<file path="src/verilog/sbt_pkg.sv">
// Package of register map, field layout and mode codes for the 16-bit timer
package sbt_pkg;
   localparam int SBT_AW = 5;
   localparam int SBT_DW = 32;
   localparam int SBT_CNT_W = 16;
   localparam int SBT_CTRL_W = 9;
   // Register byte offsets
   localparam logic [SBT_AW-1:0] SBT_OFS_CTRL = 5'h00;
   localparam logic [SBT_AW-1:0] SBT_OFS_COUNT = 5'h04;
   localparam logic [SBT_AW-1:0] SBT_OFS_CMP_A = 5'h08;
   localparam logic [SBT_AW-1:0] SBT_OFS_CMP_B = 5'h0c;
   localparam logic [SBT_AW-1:0] SBT_OFS_STAT = 5'h10;
   localparam logic [SBT_AW-1:0] SBT_OFS_MASK = 5'h14;
   // Fields of timer_mode_control
   localparam int SBT_RUN_LO = 2;
   localparam int SBT_CKS_LO = 4;
   localparam int SBT_CAP_BIT = 6;
   localparam int SBT_EDGE_LO = 7;
   // Run modes
   localparam logic [1:0] SBT_RUN_STOP = 2'h0;
   localparam logic [1:0] SBT_RUN_FREE = 2'h1;
   localparam logic [1:0] SBT_RUN_CLR_EDGE = 2'h2;
   localparam logic [1:0] SBT_RUN_CLR_MATCH = 2'h3;
   // Count clock sources
   localparam logic [1:0] SBT_CKS_PERIPH = 2'h0;
   localparam logic [1:0] SBT_CKS_SUB = 2'h1;
   localparam logic [1:0] SBT_CKS_TMR_C = 2'h2;
   localparam logic [1:0] SBT_CKS_EXT = 2'h3;
   // Edge selections
   localparam logic [1:0] SBT_EDGE_RISE = 2'h0;
   localparam logic [1:0] SBT_EDGE_FALL = 2'h1;
   localparam logic [1:0] SBT_EDGE_BOTH = 2'h2;
   localparam logic [1:0] SBT_EDGE_NONE = 2'h3;
   // Interrupt status bits
   localparam int SBT_IRQ_W = 4;
   localparam int SBT_IRQ_MATCH_A = 0;
   localparam int SBT_IRQ_MATCH_B = 1;
   localparam int SBT_IRQ_CAPTURE = 2;
   localparam int SBT_IRQ_OVF = 3;
   // Reset values
   localparam logic [SBT_CTRL_W-1:0] SBT_CTRL_RST = 9'h000;
   localparam logic [SBT_CNT_W-1:0] SBT_REG_RST = 16'h0000;
   localparam logic [SBT_IRQ_W-1:0] SBT_IRQ_RST = 4'h0;
   typedef enum logic [1:0] {
      SBT_BUS_IDLE = 2'b01,
      SBT_BUS_ACK = 2'b10
   } sbt_bus_e;
endpackage : sbt_pkg

</file>
<file path="src/verilog/sbt_edge_if.sv">
// Interface between the timer core and one edge detector
`timescale 1ns/100ps
interface sbt_edge_if;
   logic level;
   logic [1:0] edge_mode;
   logic pulse;
   modport det (input level, input edge_mode, output pulse);
   modport user (output level, output edge_mode, input pulse);
endinterface : sbt_edge_if

</file>
<file path="src/verilog/sbt_edge_det.sv">
// Edge detector for one synchronous timer input
`timescale 1ns/100ps
module sbt_edge_det
   import sbt_pkg::*;
(
   input wire logic clk,
   input wire logic rst,
   sbt_edge_if.det e
);
   logic prev_r;

   // Previous level resets low, so a pin already high at release looks like a rise
   always_ff @(posedge clk) begin
      if (rst) begin
         prev_r <= 1'b0;
      end else begin
         prev_r <= e.level;
      end
   end

   always_comb begin
      unique case (e.edge_mode)
         SBT_EDGE_RISE: e.pulse = e.level & ~prev_r;
         SBT_EDGE_FALL: e.pulse = ~e.level & prev_r;
         SBT_EDGE_BOTH: e.pulse = e.level ^ prev_r;
         default: e.pulse = 1'b0;
      endcase
   end
endmodule : sbt_edge_det

</file>
<file path="src/verilog/sbt_timer.sv">
// Sixteen-bit timer and event counter with Avalon-MM registers
// What this block does
// - The count clock is chosen from the peripheral clock, subsystem clock, timer C output or input pin only.
// - In interval mode a match raises an interrupt request each time the interval elapses.
// - In event counter mode the counter counts pulses on the external input.
// - In measurement mode the input edge captures the counter value to find the pulse width.
// - The block holds a 16-bit up-counter, a compare register, a capture/compare register and an output.
// - Stopping the counter in the same cycle as a capture trigger still captures the counter value.
// - A captured value stays until reset or rewrite, and software writes a fresh compare value.
// - The counter starts when the run bits become non-zero and stops when they are written to zero.
// - The counter steps on each rising count clock edge and clears when the run bits are zero.
// - In compare mode a match on the second register raises its interrupt and captures are ignored.
`timescale 1ns/100ps
module sbt_timer
   import sbt_pkg::*;
#(
   parameter int CNT_W = SBT_CNT_W
)
(
   input wire logic clk,
   input wire logic rst,
   input wire logic [sbt_pkg::SBT_AW-1:0] avs_address,
   input wire logic avs_read,
   input wire logic avs_write,
   input wire logic [sbt_pkg::SBT_DW-1:0] avs_writedata,
   output logic [sbt_pkg::SBT_DW-1:0] avs_readdata,
   output logic avs_waitrequest,
   input wire logic sub_clock_in,
   input wire logic eight_bit_timer_c_output,
   input wire logic ext_timer_input,
   output logic timer_out,
   output logic match_irq_b,
   output logic irq
);
   import sbt_pkg::*;

   if (CNT_W != SBT_CNT_W) begin : g_width_check
      $error("sbt_timer: counter width must be 16");
   end

   sbt_bus_e bus_r;
   logic [SBT_CTRL_W-1:0] timer_mode_control_r;
   logic [CNT_W-1:0] up_counter_r;
   logic [CNT_W-1:0] up_counter_nxt;
   logic [CNT_W-1:0] compare_reg_a_r;
   logic [CNT_W-1:0] capture_compare_reg_b_r;
   logic [SBT_IRQ_W-1:0] stat_r;
   logic [SBT_IRQ_W-1:0] stat_nxt;
   logic [SBT_IRQ_W-1:0] mask_r;
   logic [SBT_IRQ_W-1:0] events;
   logic [SBT_DW-1:0] rdata_r;
   logic timer_out_r;
   logic match_irq_b_r;
   logic irq_r;
   logic [1:0] run_mode;
   logic [1:0] clk_sel;
   logic cap_mode;
   logic running;
   logic tick;
   logic step;
   logic match_a;
   logic match_b;
   logic capture;
   logic ovf;
   logic wr_en;
   logic wr_ctrl;
   logic wr_b;

   assign run_mode = timer_mode_control_r[SBT_RUN_LO +: 2];
   assign clk_sel = timer_mode_control_r[SBT_CKS_LO +: 2];
   assign cap_mode = timer_mode_control_r[SBT_CAP_BIT];
   assign running = run_mode != SBT_RUN_STOP;

   // Edge detectors: count sources always rise, capture edge is programmable
   sbt_edge_if sub_e ();
   sbt_edge_if tmc_e ();
   sbt_edge_if ext_e ();
   sbt_edge_if cap_e ();
   assign sub_e.level = sub_clock_in;
   assign sub_e.edge_mode = SBT_EDGE_RISE;
   assign tmc_e.level = eight_bit_timer_c_output;
   assign tmc_e.edge_mode = SBT_EDGE_RISE;
   assign ext_e.level = ext_timer_input;
   assign ext_e.edge_mode = SBT_EDGE_RISE;
   assign cap_e.level = ext_timer_input;
   assign cap_e.edge_mode = timer_mode_control_r[SBT_EDGE_LO +: 2];

   sbt_edge_det u_sub (.clk(clk), .rst(rst), .e(sub_e.det));
   sbt_edge_det u_tmc (.clk(clk), .rst(rst), .e(tmc_e.det));
   sbt_edge_det u_ext (.clk(clk), .rst(rst), .e(ext_e.det));
   sbt_edge_det u_cap (.clk(clk), .rst(rst), .e(cap_e.det));

   // Only four sources are wired; slow oscillator and other timers never reach the mux
   always_comb begin
      unique case (clk_sel)
         SBT_CKS_PERIPH: tick = 1'b1;
         SBT_CKS_SUB: tick = sub_e.pulse;
         SBT_CKS_TMR_C: tick = tmc_e.pulse;
         SBT_CKS_EXT: tick = ext_e.pulse;
      endcase
   end

   // Counter next value
   always_comb begin
      up_counter_nxt = up_counter_r;
      step = 1'b0;
      if (!running) begin
         up_counter_nxt = SBT_REG_RST;
      end else if (run_mode == SBT_RUN_CLR_EDGE && cap_e.pulse) begin
         up_counter_nxt = SBT_REG_RST;
      end else if (tick) begin
         step = 1'b1;
         if (run_mode == SBT_RUN_CLR_MATCH && up_counter_r == compare_reg_a_r) begin
            up_counter_nxt = SBT_REG_RST;
         end else begin
            up_counter_nxt = CNT_W'(up_counter_r + 1'b1);
         end
      end
   end

   assign match_a = step && up_counter_nxt == compare_reg_a_r;
   assign match_b = step && !cap_mode && up_counter_nxt == capture_compare_reg_b_r;
   assign ovf = step && run_mode != SBT_RUN_CLR_MATCH && up_counter_r == {CNT_W{1'b1}};
   // Capture is ignored in compare mode
   assign capture = running && cap_mode && cap_e.pulse;
   assign events = {ovf, capture, match_b, match_a};

   always_ff @(posedge clk) begin
      if (rst) begin
         up_counter_r <= SBT_REG_RST;
      end else begin
         up_counter_r <= up_counter_nxt;
      end
   end

   // Avalon slave: one wait cycle, then the access completes
   assign avs_waitrequest = (avs_read || avs_write) && bus_r == SBT_BUS_IDLE;
   assign wr_en = avs_write && bus_r == SBT_BUS_ACK;
   assign wr_ctrl = wr_en && avs_address == SBT_OFS_CTRL;
   assign wr_b = wr_en && avs_address == SBT_OFS_CMP_B;

   always_ff @(posedge clk) begin
      if (rst) begin
         bus_r <= SBT_BUS_IDLE;
      end else begin
         unique case (bus_r)
            SBT_BUS_IDLE: begin
               if (avs_read || avs_write) begin
                  bus_r <= SBT_BUS_ACK;
               end
            end
            SBT_BUS_ACK: bus_r <= SBT_BUS_IDLE;
            default: bus_r <= SBT_BUS_IDLE;
         endcase
      end
   end

   // Read data is sampled in the wait cycle; unmapped offsets read zero
   always_ff @(posedge clk) begin
      if (rst) begin
         rdata_r <= '0;
      end else if (avs_read && bus_r == SBT_BUS_IDLE) begin
         unique case (avs_address)
            SBT_OFS_CTRL: rdata_r <= SBT_DW'(timer_mode_control_r);
            SBT_OFS_COUNT: rdata_r <= SBT_DW'(up_counter_r);
            SBT_OFS_CMP_A: rdata_r <= SBT_DW'(compare_reg_a_r);
            SBT_OFS_CMP_B: rdata_r <= SBT_DW'(capture_compare_reg_b_r);
            SBT_OFS_STAT: rdata_r <= SBT_DW'(stat_r);
            SBT_OFS_MASK: rdata_r <= SBT_DW'(mask_r);
            default: rdata_r <= '0;
         endcase
      end
   end
   assign avs_readdata = rdata_r;

   always_ff @(posedge clk) begin
      if (rst) begin
         timer_mode_control_r <= SBT_CTRL_RST;
      end else if (wr_ctrl) begin
         timer_mode_control_r <= avs_writedata[SBT_CTRL_W-1:0];
      end
   end

   always_ff @(posedge clk) begin
      if (rst) begin
         compare_reg_a_r <= SBT_REG_RST;
      end else if (wr_en && avs_address == SBT_OFS_CMP_A) begin
         compare_reg_a_r <= avs_writedata[CNT_W-1:0];
      end
   end

   // Capture beats a software write in the same cycle; nothing else clears it
   always_ff @(posedge clk) begin
      if (rst) begin
         capture_compare_reg_b_r <= SBT_REG_RST;
      end else if (capture) begin
         capture_compare_reg_b_r <= up_counter_r;
      end else if (wr_b) begin
         capture_compare_reg_b_r <= avs_writedata[CNT_W-1:0];
      end
   end

   // Sticky status: a new event wins over a write-one clear
   always_comb begin
      stat_nxt = stat_r;
      if (wr_en && avs_address == SBT_OFS_STAT) begin
         stat_nxt = stat_r & ~avs_writedata[SBT_IRQ_W-1:0];
      end
      stat_nxt = stat_nxt | events;
   end

   always_ff @(posedge clk) begin
      if (rst) begin
         stat_r <= SBT_IRQ_RST;
      end else begin
         stat_r <= stat_nxt;
      end
   end

   always_ff @(posedge clk) begin
      if (rst) begin
         mask_r <= SBT_IRQ_RST;
      end else if (wr_en && avs_address == SBT_OFS_MASK) begin
         mask_r <= avs_writedata[SBT_IRQ_W-1:0];
      end
   end

   always_ff @(posedge clk) begin
      if (rst) begin
         irq_r <= 1'b0;
      end else begin
         irq_r <= |(stat_r & mask_r);
      end
   end
   assign irq = irq_r;

   // Output controller toggles on each compare A match
   always_ff @(posedge clk) begin
      if (rst) begin
         timer_out_r <= 1'b0;
      end else if (match_a) begin
         timer_out_r <= ~timer_out_r;
      end
   end
   assign timer_out = timer_out_r;

   always_ff @(posedge clk) begin
      if (rst) begin
         match_irq_b_r <= 1'b0;
      end else begin
         match_irq_b_r <= match_b;
      end
   end
   assign match_irq_b = match_irq_b_r;
endmodule : sbt_timer

</file>
<file path="config.mk">
export PLATFORM = sky130hd
export DESIGN_NAME = sbt_timer
export DESIGN_NICKNAME = d
export VERILOG_FILES = /design/src/verilog/sbt_pkg.sv /design/src/verilog/sbt_edge_if.sv /design/src/verilog/sbt_edge_det.sv /design/src/verilog/sbt_timer.sv
export SDC_FILE = /design/constraint.sdc
export NUM_CORES = 1
export LEC_CHECK = 0
export ABC_AREA = 1
export BUFFER_PORTS_ARGS = -buffer_cell sky130_fd_sc_hd__clkbuf_2
export CORE_MARGIN = 4
export CORE_UTILIZATION = 25
export DETAILED_ROUTE_END_ITERATION = 7
export PLACE_DENSITY = 0.54
export REMOVE_ABC_BUFFERS = 1
export SLEW_MARGIN = 20
export SYNTH_ARGS = -nofsm -noshare
export SYNTH_HDL_FRONTEND = slang
export SYNTH_HIERARCHICAL = 1
export SYNTH_SLANG_ARGS = --single-unit
</file>
<file path="constraint.sdc">
create_clock -name clk -period 1.95 [get_ports clk]
set_input_delay 0.0975 -clock clk [delete_from_list [all_inputs] [get_ports clk]]
set_output_delay 0.0975 -clock clk [all_outputs]
set_load 0.005 [all_outputs]
</file>
==> results_dict.tcl <==
set metrics [dict create \
    outcome "finished, violations left" \
    violations "setup timing" \
    dieWidth_um 155 \
    rsz0062_at_grt "true" \
    power-per-cell-area_nw_per_um2 484 \
    min_period_over_period 1.22 \
    worstPathMaxFanout 8 \
    fin_crit_ns 2.37 \
    syn_area_per_cell_um2 6.31 \
    required_ns 2.19 \
    numPortBuffers 47 \
    grt_usage 0.169 \
    antenna_found_initial 0 \
    fmax_mhz 421 \
    first_iter_violations 391 \
    core-area_um2 21200 \
    grt-ovfl-total 0 \
    antenna_left 0 \
    drive_gt1_frac 0.319 \
    die_height_um 155 \
    endpoint_kind "flip-flop" \
    nets 1118 \
    drtPass1Iterations 5 \
    clkLatencyLatePin_ns 0.35 \
    final_util 0.373 \
    combPwrFrac 0.068 \
    clk_pin_slew_ns 0.06 \
    start_kind "flip-flop" \
    crit_type "reg -> reg" \
    cts_tree "yes" \
    hpwl_um 15500 \
    htree_num_levels 3 \
    seq_power_share 0.485 \
    power_frac_clock 0.447 \
    cts_buffer_depth 2 \
    syn_area_um2 5420 \
    drv_slew 0 \
    swShare 0.240 \
    switchingPower_uw 918 \
    synthCells 858 \
    wl_um 20400 \
    clock_skew_ns 0.00768 \
    cts_buffers 9 \
    post_drt_wl_per_cell_um 15.2 \
    antenna_cells 0 \
    syn_to_final_growth_pct 45.8 \
    cp.arrival_ns 2.62 \
    synth-seq-cells 90 \
    place.gp.congestion 1.00 \
    slowest_delay_ns 0.33 \
    setup_viol 4 \
    die_area_um2 24100 \
    viasPerCell 4.56 \
    grt_pass1_wl_um 31900 \
    cell_internal_pwr_uw 2910 \
    maxCapViolations 0 \
    initial_core_util 0.256 \
    dp_worst_setup_slack_ns -0.558 \
    crit_slowest_cell "dfxtp_2" \
    peakVddDrop_v 0.000425 \
    via_count 6135 \
    leakagePower_uw 0.00345 \
    grt_pass1_vias 5818 \
    critical_path.cell_chain "inv_2, ha_4, nand2_2, nand3_2, inv_2, nand2_2, nand2_2, nand3_4, buf_6, a21oi_4, nor2_4, nand2_2, nand2_1, nand2_1, nand2_1, nor2_2, nand3_2, nor2_4, nand3_2, nand2_2, nor2_1" \
    clock_sinks 90 \
    timing.final.ws_setup_ns -0.423 \
    rows 53 \
    grt_max_degree 26 \
    yosysSeqAreaShare 0.333 \
    cpMostUsedCell "nand2_2" \
    synth.distinct_cells 40 \
    io_pins 80 \
    drc_errors 0 \
    clk_root_buffer_cell "clkbuf_16" \
    hold_viol 0 \
    yosysWarnings 6 \
    hp-class "in -> reg" \
]
[final timing paths]
path | from | end | slack, ns | cells past startpoint
min reg2reg | avs_readdata[0]$_SDFFE_PP0P_ | avs_readdata[0]$_SDFFE_PP0P_ | 0.46 | 2
min | avs_writedata[11] | capture_compare_reg_b_r[11]$_SDFFE_PP0P_ | 0.005 | 3
max reg2reg | u_sub/prev_r$_SDFF_PP0_ | timer_out$_SDFFE_PP0P_ | -0.42 | 21
max | u_sub/prev_r$_SDFF_PP0_ | timer_out$_SDFFE_PP0P_ | -0.42 | 21
[synthesized netlist by cell type, drive strengths merged]
cell	number	area (µm²)
nand2	232	886
nor2	112	445
inv	105	394
dfxtp	90	1800
o21ai	73	365
nand3	54	313
a21oi	52	264
buf	27	191
clkbuf	19	72.6
o22ai	17	106
a31oi	16	100
nand4	11	75.1
nor3	10	50.1
ha	9	113
xor2	7	61.3
nand3b	4	30.0
a221oi	3	26.3
o221ai	3	26.3
o31ai	3	22.5
xnor2	3	26.3
clkinv	2	7.51
nor4	2	12.5
conb	1	3.75
o2111ai	1	8.76
o21a	1	7.51
or2	1	6.26
[critical path, delay by kind of cell (launching register included)]
family / cells / cell delay (ns)
AO/OA/AOI/OAI: 1 / 0.14
AND/OR/NAND/NOR: 16 / 1.35
adder cells (fa/ha/maj): 1 / 0.14
buffers and inverters: 3 / 0.31
flip-flops: 1 / 0.33
[through the flow]
stage	total power [µW]	hold slack, ns	setup TNS (ns)	cell area (µm²)	std cells
after global routing	3960	0.00913	-2.71	7900	1345
after detailed placement	2130	0.350	-1.90	6870	1301
after global placement	2130	0.349	-1.80	6870	1301
after CTS	3870	0.000131	-1.47	7480	1335
after floorplan	2000	0.167	-9.48	5280	845
final	3830	0.00513	-1.53	7900	1345
[layer usage]
| metal | up-vias | global-route usage | routed length (µm) |
|---|---|---|---|
| li1 | 3156 | - | - |
| met1 | 2833 | 0.231 | 9630 |
| met2 | 126 | 0.282 | 9510 |
| met3 | 20 | 0.0295 | 923 |
| met4 | 0 | 0.0354 | 330 |
| met5 | - | 0 | 0 |
[flip-flops by register name (all words and copies together) (netlist names), 2 cells and up]
signal	cells
stat_r	4
timer_mode_control_r	9
up_counter_r	16
avs_readdata	16
capture_compare_reg_b_r	16
bus_r	2
mask_r	4
compare_reg_a_r	16
[final cells by class]
type                    instances  area, µm²
multi-input cells             648       3460
flip-flops and latches         90       1810
well taps                     275        344
fillers                      2247      13300
clock buffers                  15        278
repair buffers                209       1600
inverters                     107        404
clock inverters                 1       7.51
[cell usage in the layout (no fill, tap or decap), types with 3 or more instances in the layout]
master	count
o21ai_0	54
conb_1	34
o21ai_2	8
inv_2	13
nor2_1	88
dlygate4sd3_1	3
o21ai_1	11
o221ai_1	3
clkbuf_8	3
dfxtp_2	7
a21oi_2	4
nand2_2	29
a31oi_1	16
ha_1	7
dfxtp_1	83
a21oi_1	47
o31ai_1	3
nor2_2	15
nand3_1	32
nand3b_1	4
nor3_1	8
nand3_4	3
buf_6	16
nor2_4	9
clkbuf_16	10
buf_8	4
buf_4	136
xor2_1	7
o22ai_1	17
nand4_1	10
a221oi_1	3
inv_1	91
nand2_1	198
xnor2_1	3
nand2_4	5
nand3_2	19
clkbuf_2	47
clkbuf_1	3
[cell families after synthesis]
logic type,count (synthesis),share of synthesized area
adder cells (fa/ha/maj),9,0.0208
buffers and inverters,153,0.123
other,1,0.000692
AND/OR/NAND/NOR,426,0.336
flip-flops,90,0.333
AO/OA/AOI/OAI,169,0.171
XOR/XNOR,10,0.0162
[power groups by stage]
| stage | Sequential [µW] | Combinational (µW) | Clock, µW |
|---|---|---|---|
| after detailed placement | 1890 | 236 | 0 |
| after floorplan | 1890 | 107 | 0 |
| after CTS | 1850 | 251 | 1760 |
| final | 1850 | 262 | 1710 |
| after global placement | 1890 | 238 | 0 |
| after global routing | 1850 | 292 | 1820 |
[repair_timing]
item,CTS,global route
resized for setup,48,108
pin swaps,27,41
hold endpoints to repair,3,0
cloned,1,1
setup endpoints to repair,6,29
hold buffers,3,0
setup buffers,14,9
Power figures use the tool's default switching activity.
